[src/logic/sef_consts.vh]
// Register map, field positions and reset values of the SPI flag block.
`ifndef SEF_CONSTS_VH
`define SEF_CONSTS_VH

// Byte addresses of the word registers on the Avalon-MM slave.
`define SEF_ADDR_W        5
`define SEF_OFF_CTRL      5'h00
`define SEF_OFF_DATA      5'h04
`define SEF_OFF_DIV       5'h08
`define SEF_OFF_STAT      5'h0C
`define SEF_OFF_CLR       5'h10
`define SEF_OFF_IEN       5'h14

// Control register fields.
`define SEF_CTL_DONE_BIT  7
`define SEF_CTL_WRITE_COLLISION_FLAG_BIT  6
`define SEF_CTL_MODE_FAULT_FLAG_BIT  5
`define SEF_CTL_OVR_BIT   4
`define SEF_CTL_SSM_HI    3
`define SEF_CTL_SSM_LO    2
`define SEF_CTL_MEN_BIT   1
`define SEF_CTL_PEN_BIT   0

// Status, clear and enable layout (one bit per event flag).
`define SEF_FLG_DONE      3
`define SEF_FLG_WRITE_COLLISION_FLAG      2
`define SEF_FLG_MODE_FAULT_FLAG      1
`define SEF_FLG_OVR       0

// Slave-select modes.
`define SEF_SSM_3WIRE     2'h0
`define SEF_SSM_4WIRE     2'h1

// Reset values, and the index of the last bit of a byte.
`define SEF_RST_SSM       2'h1
`define SEF_RST_DIV       8'h04
`define SEF_LAST_BIT      3'h7

`endif

[src/logic/sef_sync2.v]
// Two flip-flop synchroniser for a group of pin inputs.
`timescale 1ns/100ps

module sef_sync2 #(
  parameter WIDTH = 1                         // Number of bits carried.
) (
  input  wire             clk_in,             // System clock.
  input  wire             rst_n_in,           // Reset, active low.
  input  wire [WIDTH-1:0] async_in,           // Pins from outside the domain.
  output wire [WIDTH-1:0] sync_out            // Second stage, safe to use.
);

  reg [WIDTH-1:0] meta_ff;                    // First stage, read by stage two only.
  reg [WIDTH-1:0] sync_ff;                    // Second stage.

  // Both stages clear to zero under reset; pins are ignored until release.
  always @(posedge clk_in or negedge rst_n_in) begin
    if (!rst_n_in) begin
      meta_ff <= {WIDTH{1'b0}};
      sync_ff <= {WIDTH{1'b0}};
    end else begin
      meta_ff <= async_in;
      sync_ff <= meta_ff;
    end
  end

  assign sync_out = sync_ff;

endmodule

[src/logic/sef_core.v]
// SPI port with sticky event flags, interrupt and Avalon-MM registers.
//
// The Avalon-MM slave port and the register offsets were decided locally.
`timescale 1ns/100ps
`include "sef_consts.vh"

module sef_core (
  input  wire                   clk_in,             // System clock, 20 MHz.
  input  wire                   arst_n_in,          // Async reset, active low.
  input  wire [`SEF_ADDR_W-1:0] avs_address_in,     // Byte address.
  input  wire                   avs_read_in,        // Read request.
  input  wire                   avs_write_in,       // Write request.
  input  wire [31:0]            avs_writedata_in,   // Write data.
  output wire [31:0]            avs_readdata_out,   // Read data.
  output wire                   avs_waitrequest_out,// High until answered.
  output wire                   irq_out,            // Level interrupt.
  input  wire                   sck_in,             // Serial clock pin in.
  output wire                   sck_out,            // Serial clock pin out.
  output wire                   sck_oe_out,         // Drive serial clock.
  input  wire                   mosi_in,            // Master-out pin in.
  output wire                   mosi_out,           // Master-out pin out.
  output wire                   mosi_oe_out,        // Drive master-out.
  input  wire                   miso_in,            // Master-in pin in.
  output wire                   miso_out,           // Master-in pin out.
  output wire                   miso_oe_out,        // Drive master-in.
  input  wire                   slave_select_n_in,  // Select pin in.
  output wire                   slave_select_n_out, // Select pin out.
  output wire                   slave_select_n_oe_out // Drive select pin.
);

  ////////////////////////////////////////////////////////////////////////////
  // Reset release and pin synchronisers.

  reg  [1:0] rst_sync_ff;                     // Reset release chain.
  wire       rst_n;                           // Synchronised reset.
  wire [3:0] pins_s;                          // Synchronised pins.
  wire       sck_s;                           // Serial clock level.
  wire       mosi_s;                          // Master-out level.
  wire       miso_s;                          // Master-in level.
  wire       ss_s;                            // Select level.

  // Reset asserts at once but is released two edges late.
  always @(posedge clk_in or negedge arst_n_in) begin
    if (!arst_n_in) begin
      rst_sync_ff <= 2'h0;
    end else begin
      rst_sync_ff <= {rst_sync_ff[0], 1'b1};
    end
  end
  assign rst_n = rst_sync_ff[1];

  // All link pins share one two-stage synchroniser so their skew is equal.
  sef_sync2 #(
    .WIDTH    (4)
  ) u_pin_sync (
    .clk_in   (clk_in),
    .rst_n_in (rst_n),
    .async_in ({slave_select_n_in, miso_in, mosi_in, sck_in}),
    .sync_out (pins_s)
  );
  assign sck_s  = pins_s[0];
  assign mosi_s = pins_s[1];
  assign miso_s = pins_s[2];
  assign ss_s   = pins_s[3];

  ////////////////////////////////////////////////////////////////////////////
  // State.

  reg [1:0]  ss_mode_ff, nxt_ss_mode;         // Slave-select mode.
  reg        master_en_ff, nxt_master_en;     // Master enable.
  reg        port_en_ff, nxt_port_en;         // Port enable.
  reg [7:0]  div_ff, nxt_div;                 // Half period of master clock, less one.
  reg [3:0]  ien_ff, nxt_ien;                 // Interrupt enables.
  reg [3:0]  flags_ff, nxt_flags;             // Sticky event flags.
  reg [7:0]  tx_buf_ff, nxt_tx_buf;           // Transmit buffer.
  reg        tx_full_ff, nxt_tx_full;         // Transmit buffer holds data.
  reg [7:0]  shift_ff, nxt_shift;             // Shift register.
  reg        shift_full_ff, nxt_shift_full;   // Shift register loaded.
  reg        smp_ff, nxt_smp;                 // Bit sampled on rising edge.
  reg [2:0]  bit_cnt_ff, nxt_bit_cnt;         // Bits shifted this byte.
  reg [7:0]  rx_buf_ff, nxt_rx_buf;           // Receive buffer.
  reg        rx_full_ff, nxt_rx_full;         // Unread byte present.
  reg        busy_ff, nxt_busy;               // Master transfer running.
  reg        sck_ff, nxt_sck;                 // Master clock level.
  reg [7:0]  div_cnt_ff, nxt_div_cnt;         // Divider countdown.
  reg        sck_prev_ff;                     // Last serial clock level.
  reg        ss_prev_ff;                      // Last select level.
  reg        wait_ff;                         // Waitrequest register.
  reg [31:0] rdata_ff, nxt_rdata;             // Read data register.
  reg        irq_ff;                          // Interrupt register.
  reg        mosi_ff, mosi_oe_ff;             // Master-out pin drive.
  reg        miso_ff, miso_oe_ff;             // Master-in pin drive.
  reg        sck_oe_ff;                       // Serial clock drive enable.
  reg        ss_out_ff, ss_oe_ff;             // Select pin drive.

  ////////////////////////////////////////////////////////////////////////////
  // Decode of bus, modes and edges.

  wire req       = avs_read_in | avs_write_in;          // Request present.
  wire wr_acc    = avs_write_in & ~wait_ff;             // Write takes effect.
  wire rd_acc    = avs_read_in & ~wait_ff;              // Read completes.
  wire wr_ctrl   = wr_acc & (avs_address_in == `SEF_OFF_CTRL);
  wire wr_data   = wr_acc & (avs_address_in == `SEF_OFF_DATA);
  wire wr_div    = wr_acc & (avs_address_in == `SEF_OFF_DIV);
  wire wr_clr    = wr_acc & (avs_address_in == `SEF_OFF_CLR);
  wire wr_ien    = wr_acc & (avs_address_in == `SEF_OFF_IEN);
  wire rd_data   = rd_acc & (avs_address_in == `SEF_OFF_DATA);
  wire three_w   = (ss_mode_ff == `SEF_SSM_3WIRE);
  wire four_w    = (ss_mode_ff == `SEF_SSM_4WIRE);
  wire slave_m   = port_en_ff & ~master_en_ff;
  wire master_m  = port_en_ff & master_en_ff;
  wire slave_sel = slave_m & (three_w | (four_w & ~ss_s));
  wire ss_fall   = ss_prev_ff & ~ss_s;
  wire fault     = master_m & four_w & ~ss_s;
  wire tick      = busy_ff & (div_cnt_ff == 8'h00);
  wire rise      = slave_sel ? (sck_s & ~sck_prev_ff) : (tick & ~sck_ff);
  wire fall      = slave_sel ? (~sck_s & sck_prev_ff) : (tick & sck_ff);
  wire in_xfer   = busy_ff | (slave_sel & (bit_cnt_ff != 3'h0));

  ////////////////////////////////////////////////////////////////////////////
  // Next-state logic of the port, buffers and flags.

  // Order matters: clears from software come first and hardware events
  // after, so an event in the same cycle as its clear is never lost.
  always @* begin
    nxt_ss_mode    = ss_mode_ff;
    nxt_master_en  = master_en_ff;
    nxt_port_en    = port_en_ff;
    nxt_div        = div_ff;
    nxt_ien        = ien_ff;
    nxt_flags      = flags_ff;
    nxt_tx_buf     = tx_buf_ff;
    nxt_tx_full    = tx_full_ff;
    nxt_shift      = shift_ff;
    nxt_shift_full = shift_full_ff;
    nxt_smp        = smp_ff;
    nxt_bit_cnt    = bit_cnt_ff;
    nxt_rx_buf     = rx_buf_ff;
    nxt_rx_full    = rx_full_ff;
    nxt_busy       = busy_ff;
    nxt_sck        = sck_ff;
    nxt_div_cnt    = div_cnt_ff;

    // Software writes to configuration registers.
    if (wr_ctrl) begin
      nxt_ss_mode   = avs_writedata_in[`SEF_CTL_SSM_HI:`SEF_CTL_SSM_LO];
      nxt_master_en = avs_writedata_in[`SEF_CTL_MEN_BIT];
      nxt_port_en   = avs_writedata_in[`SEF_CTL_PEN_BIT];
    end
    if (wr_div) begin
      nxt_div = avs_writedata_in[7:0];
    end
    if (wr_ien) begin
      nxt_ien = avs_writedata_in[3:0];
    end
    // Flags fall only by a write of ones to the clear register.
    if (wr_clr) begin
      nxt_flags = flags_ff & ~avs_writedata_in[3:0];
    end
    // Reading the data register frees the receive buffer.
    if (rd_data) begin
      nxt_rx_full = 1'b0;
    end

    // Master clock divider: one tick every div+1 system clocks.
    if (busy_ff) begin
      if (tick) begin
        nxt_div_cnt = div_ff;
        nxt_sck     = ~sck_ff;
      end else begin
        nxt_div_cnt = div_cnt_ff - 8'h01;
      end
    end

    // Leading edge samples, trailing edge shifts and counts the bit.
    if (rise) begin
      nxt_smp = slave_sel ? mosi_s : miso_s;
    end
    if (fall) begin
      nxt_shift   = {shift_ff[6:0], smp_ff};
      nxt_bit_cnt = bit_cnt_ff + 3'h1;
      if (bit_cnt_ff == `SEF_LAST_BIT) begin
        nxt_flags[`SEF_FLG_DONE] = 1'b1;
        nxt_busy = 1'b0;
        nxt_sck  = 1'b0;
        if (slave_m & rx_full_ff & ~rd_data) begin
          nxt_flags[`SEF_FLG_OVR] = 1'b1;
          // Old byte stays, the new one is simply not copied.
        end else begin
          nxt_rx_buf  = {shift_ff[6:0], smp_ff};
          nxt_rx_full = 1'b1;
        end
        // Buffered byte follows straight after the last edge.
        if (tx_full_ff) begin
          nxt_shift      = tx_buf_ff;
          nxt_tx_full    = 1'b0;
          nxt_shift_full = 1'b1;
        end else begin
          nxt_shift_full = 1'b0;
        end
      end
    end

    // Data write: collision if the buffer still waits, else load.
    if (wr_data) begin
      if (tx_full_ff) begin
        nxt_flags[`SEF_FLG_WRITE_COLLISION_FLAG] = 1'b1;
        // Buffer and shift register are left untouched.
      end else if (~nxt_shift_full & ~in_xfer) begin
        nxt_shift      = avs_writedata_in[7:0];
        nxt_shift_full = 1'b1;
      end else begin
        nxt_tx_buf  = avs_writedata_in[7:0];
        nxt_tx_full = 1'b1;
      end
    end

    // Master starts a byte whenever data sits in the shift register.
    if (master_m & ~busy_ff & shift_full_ff & ~fault) begin
      nxt_busy    = 1'b1;
      nxt_div_cnt = div_ff;
      nxt_sck     = 1'b0;
      nxt_bit_cnt = 3'h0;
    end

    // Select falling in four-wire slave mode restarts the byte; a
    // disabled port also clears it, the only restart in three-wire mode.
    if ((slave_m & four_w & ss_fall) | ~port_en_ff) begin
      nxt_bit_cnt = 3'h0;
      nxt_busy    = 1'b0;
      nxt_sck     = 1'b0;
    end

    // Another master pulled select low: give up the bus at once.
    if (fault) begin
      nxt_flags[`SEF_FLG_MODE_FAULT_FLAG] = 1'b1;
      nxt_master_en = 1'b0;
      nxt_port_en   = 1'b0;
      nxt_busy      = 1'b0;
      nxt_sck       = 1'b0;
      nxt_bit_cnt   = 3'h0;
    end
  end

  ////////////////////////////////////////////////////////////////////////////
  // Read data mux; unmapped and write-only addresses read as zero.

  always @* begin
    nxt_rdata = 32'h0000_0000;
    case (avs_address_in)
      `SEF_OFF_CTRL: begin
        nxt_rdata[7:0] = {flags_ff, ss_mode_ff, master_en_ff, port_en_ff};
      end
      `SEF_OFF_DATA: begin
        nxt_rdata[7:0] = rx_buf_ff;
      end
      `SEF_OFF_DIV: begin
        nxt_rdata[7:0] = div_ff;
      end
      `SEF_OFF_STAT: begin
        nxt_rdata[3:0] = flags_ff;
      end
      `SEF_OFF_IEN: begin
        nxt_rdata[3:0] = ien_ff;
      end
      default: begin
        nxt_rdata = 32'h0000_0000;
      end
    endcase
  end

  ////////////////////////////////////////////////////////////////////////////
  // Registers.

  // Every output comes from a flop here; pin drives load from next-state values
  // and change with the state; only miso_oe_ff follows slave_sel one system clock late.
  always @(posedge clk_in or negedge rst_n) begin
    if (!rst_n) begin
      ss_mode_ff    <= `SEF_RST_SSM;
      master_en_ff  <= 1'b0;
      port_en_ff    <= 1'b0;
      div_ff        <= `SEF_RST_DIV;
      ien_ff        <= 4'h0;
      flags_ff      <= 4'h0;
      tx_buf_ff     <= 8'h00;
      tx_full_ff    <= 1'b0;
      shift_ff      <= 8'h00;
      shift_full_ff <= 1'b0;
      smp_ff        <= 1'b0;
      bit_cnt_ff    <= 3'h0;
      rx_buf_ff     <= 8'h00;
      rx_full_ff    <= 1'b0;
      busy_ff       <= 1'b0;
      sck_ff        <= 1'b0;
      div_cnt_ff    <= 8'h00;
      sck_prev_ff   <= 1'b0;
      ss_prev_ff    <= 1'b0;  // Matches the synchroniser, no false fall.
      wait_ff       <= 1'b1;
      rdata_ff      <= 32'h0000_0000;
      irq_ff        <= 1'b0;
      mosi_ff       <= 1'b0;
      mosi_oe_ff    <= 1'b0;
      miso_ff       <= 1'b0;
      miso_oe_ff    <= 1'b0;
      sck_oe_ff     <= 1'b0;
      ss_out_ff     <= 1'b1;
      ss_oe_ff      <= 1'b0;
    end else begin
      ss_mode_ff    <= nxt_ss_mode;
      master_en_ff  <= nxt_master_en;
      port_en_ff    <= nxt_port_en;
      div_ff        <= nxt_div;
      ien_ff        <= nxt_ien;
      flags_ff      <= nxt_flags;
      tx_buf_ff     <= nxt_tx_buf;
      tx_full_ff    <= nxt_tx_full;
      shift_ff      <= nxt_shift;
      shift_full_ff <= nxt_shift_full;
      smp_ff        <= nxt_smp;
      bit_cnt_ff    <= nxt_bit_cnt;
      rx_buf_ff     <= nxt_rx_buf;
      rx_full_ff    <= nxt_rx_full;
      busy_ff       <= nxt_busy;
      sck_ff        <= nxt_sck;
      div_cnt_ff    <= nxt_div_cnt;
      sck_prev_ff   <= sck_s;
      ss_prev_ff    <= ss_s;
      // Answer one cycle after a request is seen, then drop again.
      wait_ff       <= ~(req & wait_ff);
      if (req & wait_ff) begin
        rdata_ff <= nxt_rdata;
      end
      irq_ff        <= |(nxt_flags & nxt_ien);
      mosi_ff       <= nxt_shift[7];
      mosi_oe_ff    <= nxt_master_en & nxt_port_en;
      miso_ff       <= nxt_shift[7];
      miso_oe_ff    <= slave_sel;
      sck_oe_ff     <= nxt_master_en & nxt_port_en;
      ss_out_ff     <= nxt_ss_mode[0];
      ss_oe_ff      <= nxt_master_en & nxt_port_en & nxt_ss_mode[1];
    end
  end

  assign avs_readdata_out      = rdata_ff;
  assign avs_waitrequest_out   = wait_ff;
  assign irq_out               = irq_ff;
  assign sck_out               = sck_ff;
  assign sck_oe_out            = sck_oe_ff;
  assign mosi_out              = mosi_ff;
  assign mosi_oe_out           = mosi_oe_ff;
  assign miso_out              = miso_ff;
  assign miso_oe_out           = miso_oe_ff;
  assign slave_select_n_out    = ss_out_ff;
  assign slave_select_n_oe_out = ss_oe_ff;

endmodule

[config.mk]
export PLATFORM = sky130hd
export DESIGN_NAME = sef_core
export DESIGN_NICKNAME = d
export VERILOG_FILES = /design/src/logic/sef_sync2.v /design/src/logic/sef_core.v
export VERILOG_INCLUDE_DIRS = /design/src /design/src/logic
export SDC_FILE = /design/constraint.sdc
export NUM_CORES = 1
export LEC_CHECK = 0
export BUFFER_PORTS_ARGS = -buffer_cell sky130_fd_sc_hd__buf_2
export CAP_MARGIN = 10
export CORE_MARGIN = 1
export CORE_UTILIZATION = 55
export DETAILED_ROUTE_END_ITERATION = 10
export PLACE_DENSITY = 0.8
export SYNTH_ARGS = -nofsm -noshare
export SYNTH_HDL_FRONTEND = slang
export SYNTH_SLANG_ARGS = --single-unit
export TNS_END_PERCENT = 1
[constraint.sdc]
create_clock -name clk_in -period 3.5 [get_ports clk_in]
set_clock_uncertainty 0.05 [all_clocks]
set_input_delay 0.35 -clock clk_in [delete_from_list [all_inputs] [get_ports clk_in]]
set_output_delay 0.35 -clock clk_in [all_outputs]
set_load 0.05 [all_outputs]
==> results.md <==
- Site row count: 31
- #FFs+latches synth: 86
- Grt ovf: 0
- Residual DRC: 0
- Worst hold margin: 0.0465 ns
- Fill cells: just under 600
- Reg2Reg Setup Slack: 0.73 ns
- Outcome: complete, no violations
- CTS tree: yes
- Gate count after technology mapping: 366
- Psw: between 0.0007 and 0.0008 W
- Post-route ant nets: 0
- CTS root buf: clkbuf_8
- Die W: 90.4 µm
- Most frequent CP cell: ha_1
- I/O pin count: 87
- Tcrit/Tclk final: between 70% and 80%
- Via Count: a little under 3000
- Placed cell count: 494
- Die ar.: 0.00818 mm²
- Cell variety after synth: 59
- Diode count: 0
- Clock sink total: 86
- Clk slew on worst S/H paths: 0.09 ns
- P_leak: 2.34 nW
- DP HPWL: 6250 µm
- Reg power frac: 50.1%
- First-pass GRT wire length: 14500 µm
- Clock Power Share: 32.6%
- Clk Latency, worst-skew pair: 0.36 ns
- Critical path class: flop to flop
- Sequential fraction of the synthesis area: 50.1%
- Share of layout cells above drive strength 1: 30.3%
- Vias/cell: 5.71
- Gr usage total: around 23%
- Crit-path cells: inv_1 > ha_1 > nor4b_1 > and4_1 > ha_1 > mux2_4 > mux2_1 > mux2_2
- Post-synth top cells: dfrtp_1, mux2_2, nand2_1
- Syn_area_per_cell: around 12 µm²
- NumNets Final: 458
- Post-layout util: 63.8%
- CP Buf/Inv Count: 1
- Switching Share: 29.4%
- Hold Violations, Final: 0
- Worst-Margin Slew: 1.06 ns
- Final non-filler cell total: slightly above 500
- Slowest CP cell: dfrtp_1
- CP Launch Type: flop
- Wirelength, routed: 8700 µm
- Fmax: 0.361 GHz
- Synth-to-layout area growth: 9.92%
- Max Cap Violations: 0
- Number of enable flip-flop cells after synthesis: 0
- Final min period: 2.77 ns
- RSZ-0062 raised after global routing: no
- FFs w/ async S/R, synth: 100%
- Mapped Area: 0.00430 mm²
- H-tree Lvls: 3
- CP delay by family, top: multiplexers
- HP Class: input pin to flop
- Final Setup Violations: 0
- Peak VDD IR: 297 µV
- Vias in the first global route: 2885
- Placer Congestion: 0.814
- Initial antenna violation count: 0
- Main area contributors after synthesis: dfrtp_1, mux2_2, buf_4, mux2i_1, nand2_1
- Yosys warnings: 0
- Slew headroom: between 20 and 30%
- Required time worst endpoint: roughly 3.7 ns
- CP max stage delay: 0.43 ns
- Wire per inst: 17.0 µm
- Internal: 0.00171 W
- Post-synth top area cell: dfrtp_1
- Pins Over Slew Limit: 0
- Combinational power share: 17.4%
- Clk buf depth: 2
- Synth top area share: roughly half
- Cell Pwr Density: between 500 and 600 mW/mm²
- CTS Buf Count: 9
- DR pass1 iterations: 5
- Arrival time worst endpoint: 2.96 ns
- Largest net degree at the start of global routing: 85
- Initial cell density of the core: 58.0%
- Die height: 90.4 µm
- CP Max Fanout: 10
- Final TNS setup: 0 ns
- Iteration-0 DRC Markers: 220
- Port bufs: 38
- Prevailing post-synth register cell: dfrtp_1
- CP Capture Type: flop
- Cell with the most instances after synthesis: dfrtp_1
- Core Region: ~0.0074 mm²
[per-stage QoR]
stage | instance area [µm²] | setup WS, ns | power [W]
after floorplan | 4390 | 0.883 | 0.00156
after global placement | 4480 | 0.834 | 0.00163
after detailed placement | 4480 | 0.780 | 0.00165
after CTS | 4730 | 0.715 | 0.00244
after global routing | 4730 | 0.637 | 0.00254
final | 4730 | 0.733 | 0.00243
[flip-flops by register name, indices dropped and copies added, names as in the netlist, 2 cells and up]
register and flops:
div_cnt_ff 8, flags_ff 4, rx_buf_ff 8, u_pin_sync.meta_ff 4, rst_sync_ff 2, ss_mode_ff 2, u_pin_sync.sync_out 4, shift_ff 7
div_ff 8, avs_readdata_out 8, bit_cnt_ff 3, tx_buf_ff 8, ien_ff 4
[power groups by stage]
stage                     Combinational (W)  Clock [W]  Sequential [W]
final                              0.000421   0.000791         0.00121
after global routing               0.000462   0.000845         0.00123
after CTS                          0.000421   0.000805         0.00121
after detailed placement           0.000418          0         0.00123
after global placement             0.000402          0         0.00123
after floorplan                    0.000342          0         0.00122
[area by class of cell]
| cell class | count | area, µm² | share of cell area (%) |
|---|---|---|---|
| sequential | 86 | 2160 | 45.7 |
| multi-input combinational | 259 | 1960 | 41.4 |
| timing repair buffer | 41 | 215 | 4.55 |
| clock buffer | 11 | 151 | 3.20 |
| tap | 99 | 124 | 2.62 |
| clock inverter | 5 | 81.3 | 1.72 |
| inverter | 10 | 37.5 | 0.794 |
[worst register-to-register path, delay by kind of cell, from the launching register on]
| kind | cells | cell delay [ns] |
|---|---|---|
| simple gates | 2 | 0.77 |
| flops | 1 | 0.43 |
| fa+ha+maj | 2 | 0.43 |
| mux | 3 | 0.91 |
| buf+inv | 1 | 0.08 |
[placed cells by master, fill, tap and decap left out, drive strengths merged, types with 2 or more instances in the layout]
cell type	instances
inv	10
nor2b	4
mux2	55
nand3	7
a222oi	4
nor3b	3
nor3	6
a22o	7
clkinv	2
nand2b	4
nand2	35
a21o	4
o21ai	22
o22ai	2
dfstp	3
nor4	2
nor2	14
a21oi	13
o311ai	2
buf	40
a211oi	3
conb	25
dfrtp	83
nand3b	2
clkbuf	11
nor4b	3
or3	2
ha	6
and3	3
and2	5
bufinv	2
mux2i	15
[path summary, 6_finish.rpt]
path	depth (start not counted)	from	end
min in group asynchronous	2	arst_n_in	rst_sync_ff[0]$_DFF_PN0_
worst min-delay path	1	mosi_in	u_pin_sync.meta_ff[1]$_DFF_PN0_
worst max register to register	8	div_cnt_ff[0]$_DFFE_PN0P_	shift_ff[3]$_DFF_PN0_
worst max-delay path	8	div_cnt_ff[0]$_DFFE_PN0P_	shift_ff[3]$_DFF_PN0_
max in group asynchronous	0	rst_sync_ff[1]$_DFF_PN0_	div_ff[5]$_DFFE_PN0P_
worst min register to register	0	u_pin_sync.meta_ff[0]$_DFF_PN0_	u_pin_sync.sync_out[0]$_DFF_PN0_
[per-layer routing]
| metal | up-vias | share of wire, % | track usage (%) |
|---|---|---|---|
| met2 | 125 | 47 | 36.9 |
| met3 | 15 | 5.6 | 4.46 |
| li1 | 1345 | - | - |
| met1 | 1434 | 46 | 31.4 |
| met4 | 0 | 1.7 | 8.33 |
| met5 | - | 0 | 0 |
[cell families after synthesis]
kind of cell | Yosys count | share of synthesized area (%)
muxes | 70 | 18.0
and+or+nand+nor | 93 | 12.6
buffers and inverters | 44 | 6.34
xor gates and xnor gates | 1 | 0.204
adders and majority gates | 6 | 1.75
DFF | 86 | 50.1
other | 2 | 0.175
AOI/OAI and AO/OA | 64 | 10.8
[repair_timing]
| item | in CTS | in global routing |
|---|---|---|
| gates resized for setup | 0 | 0 |
| setup endpoints to repair | 0 | 0 |
| hold buffers | 1 | 0 |
| hold endpoints to repair | 2 | 0 |
| buffers inserted | 0 | 0 |
Note: power is estimated with default switching activity, not from simulation.
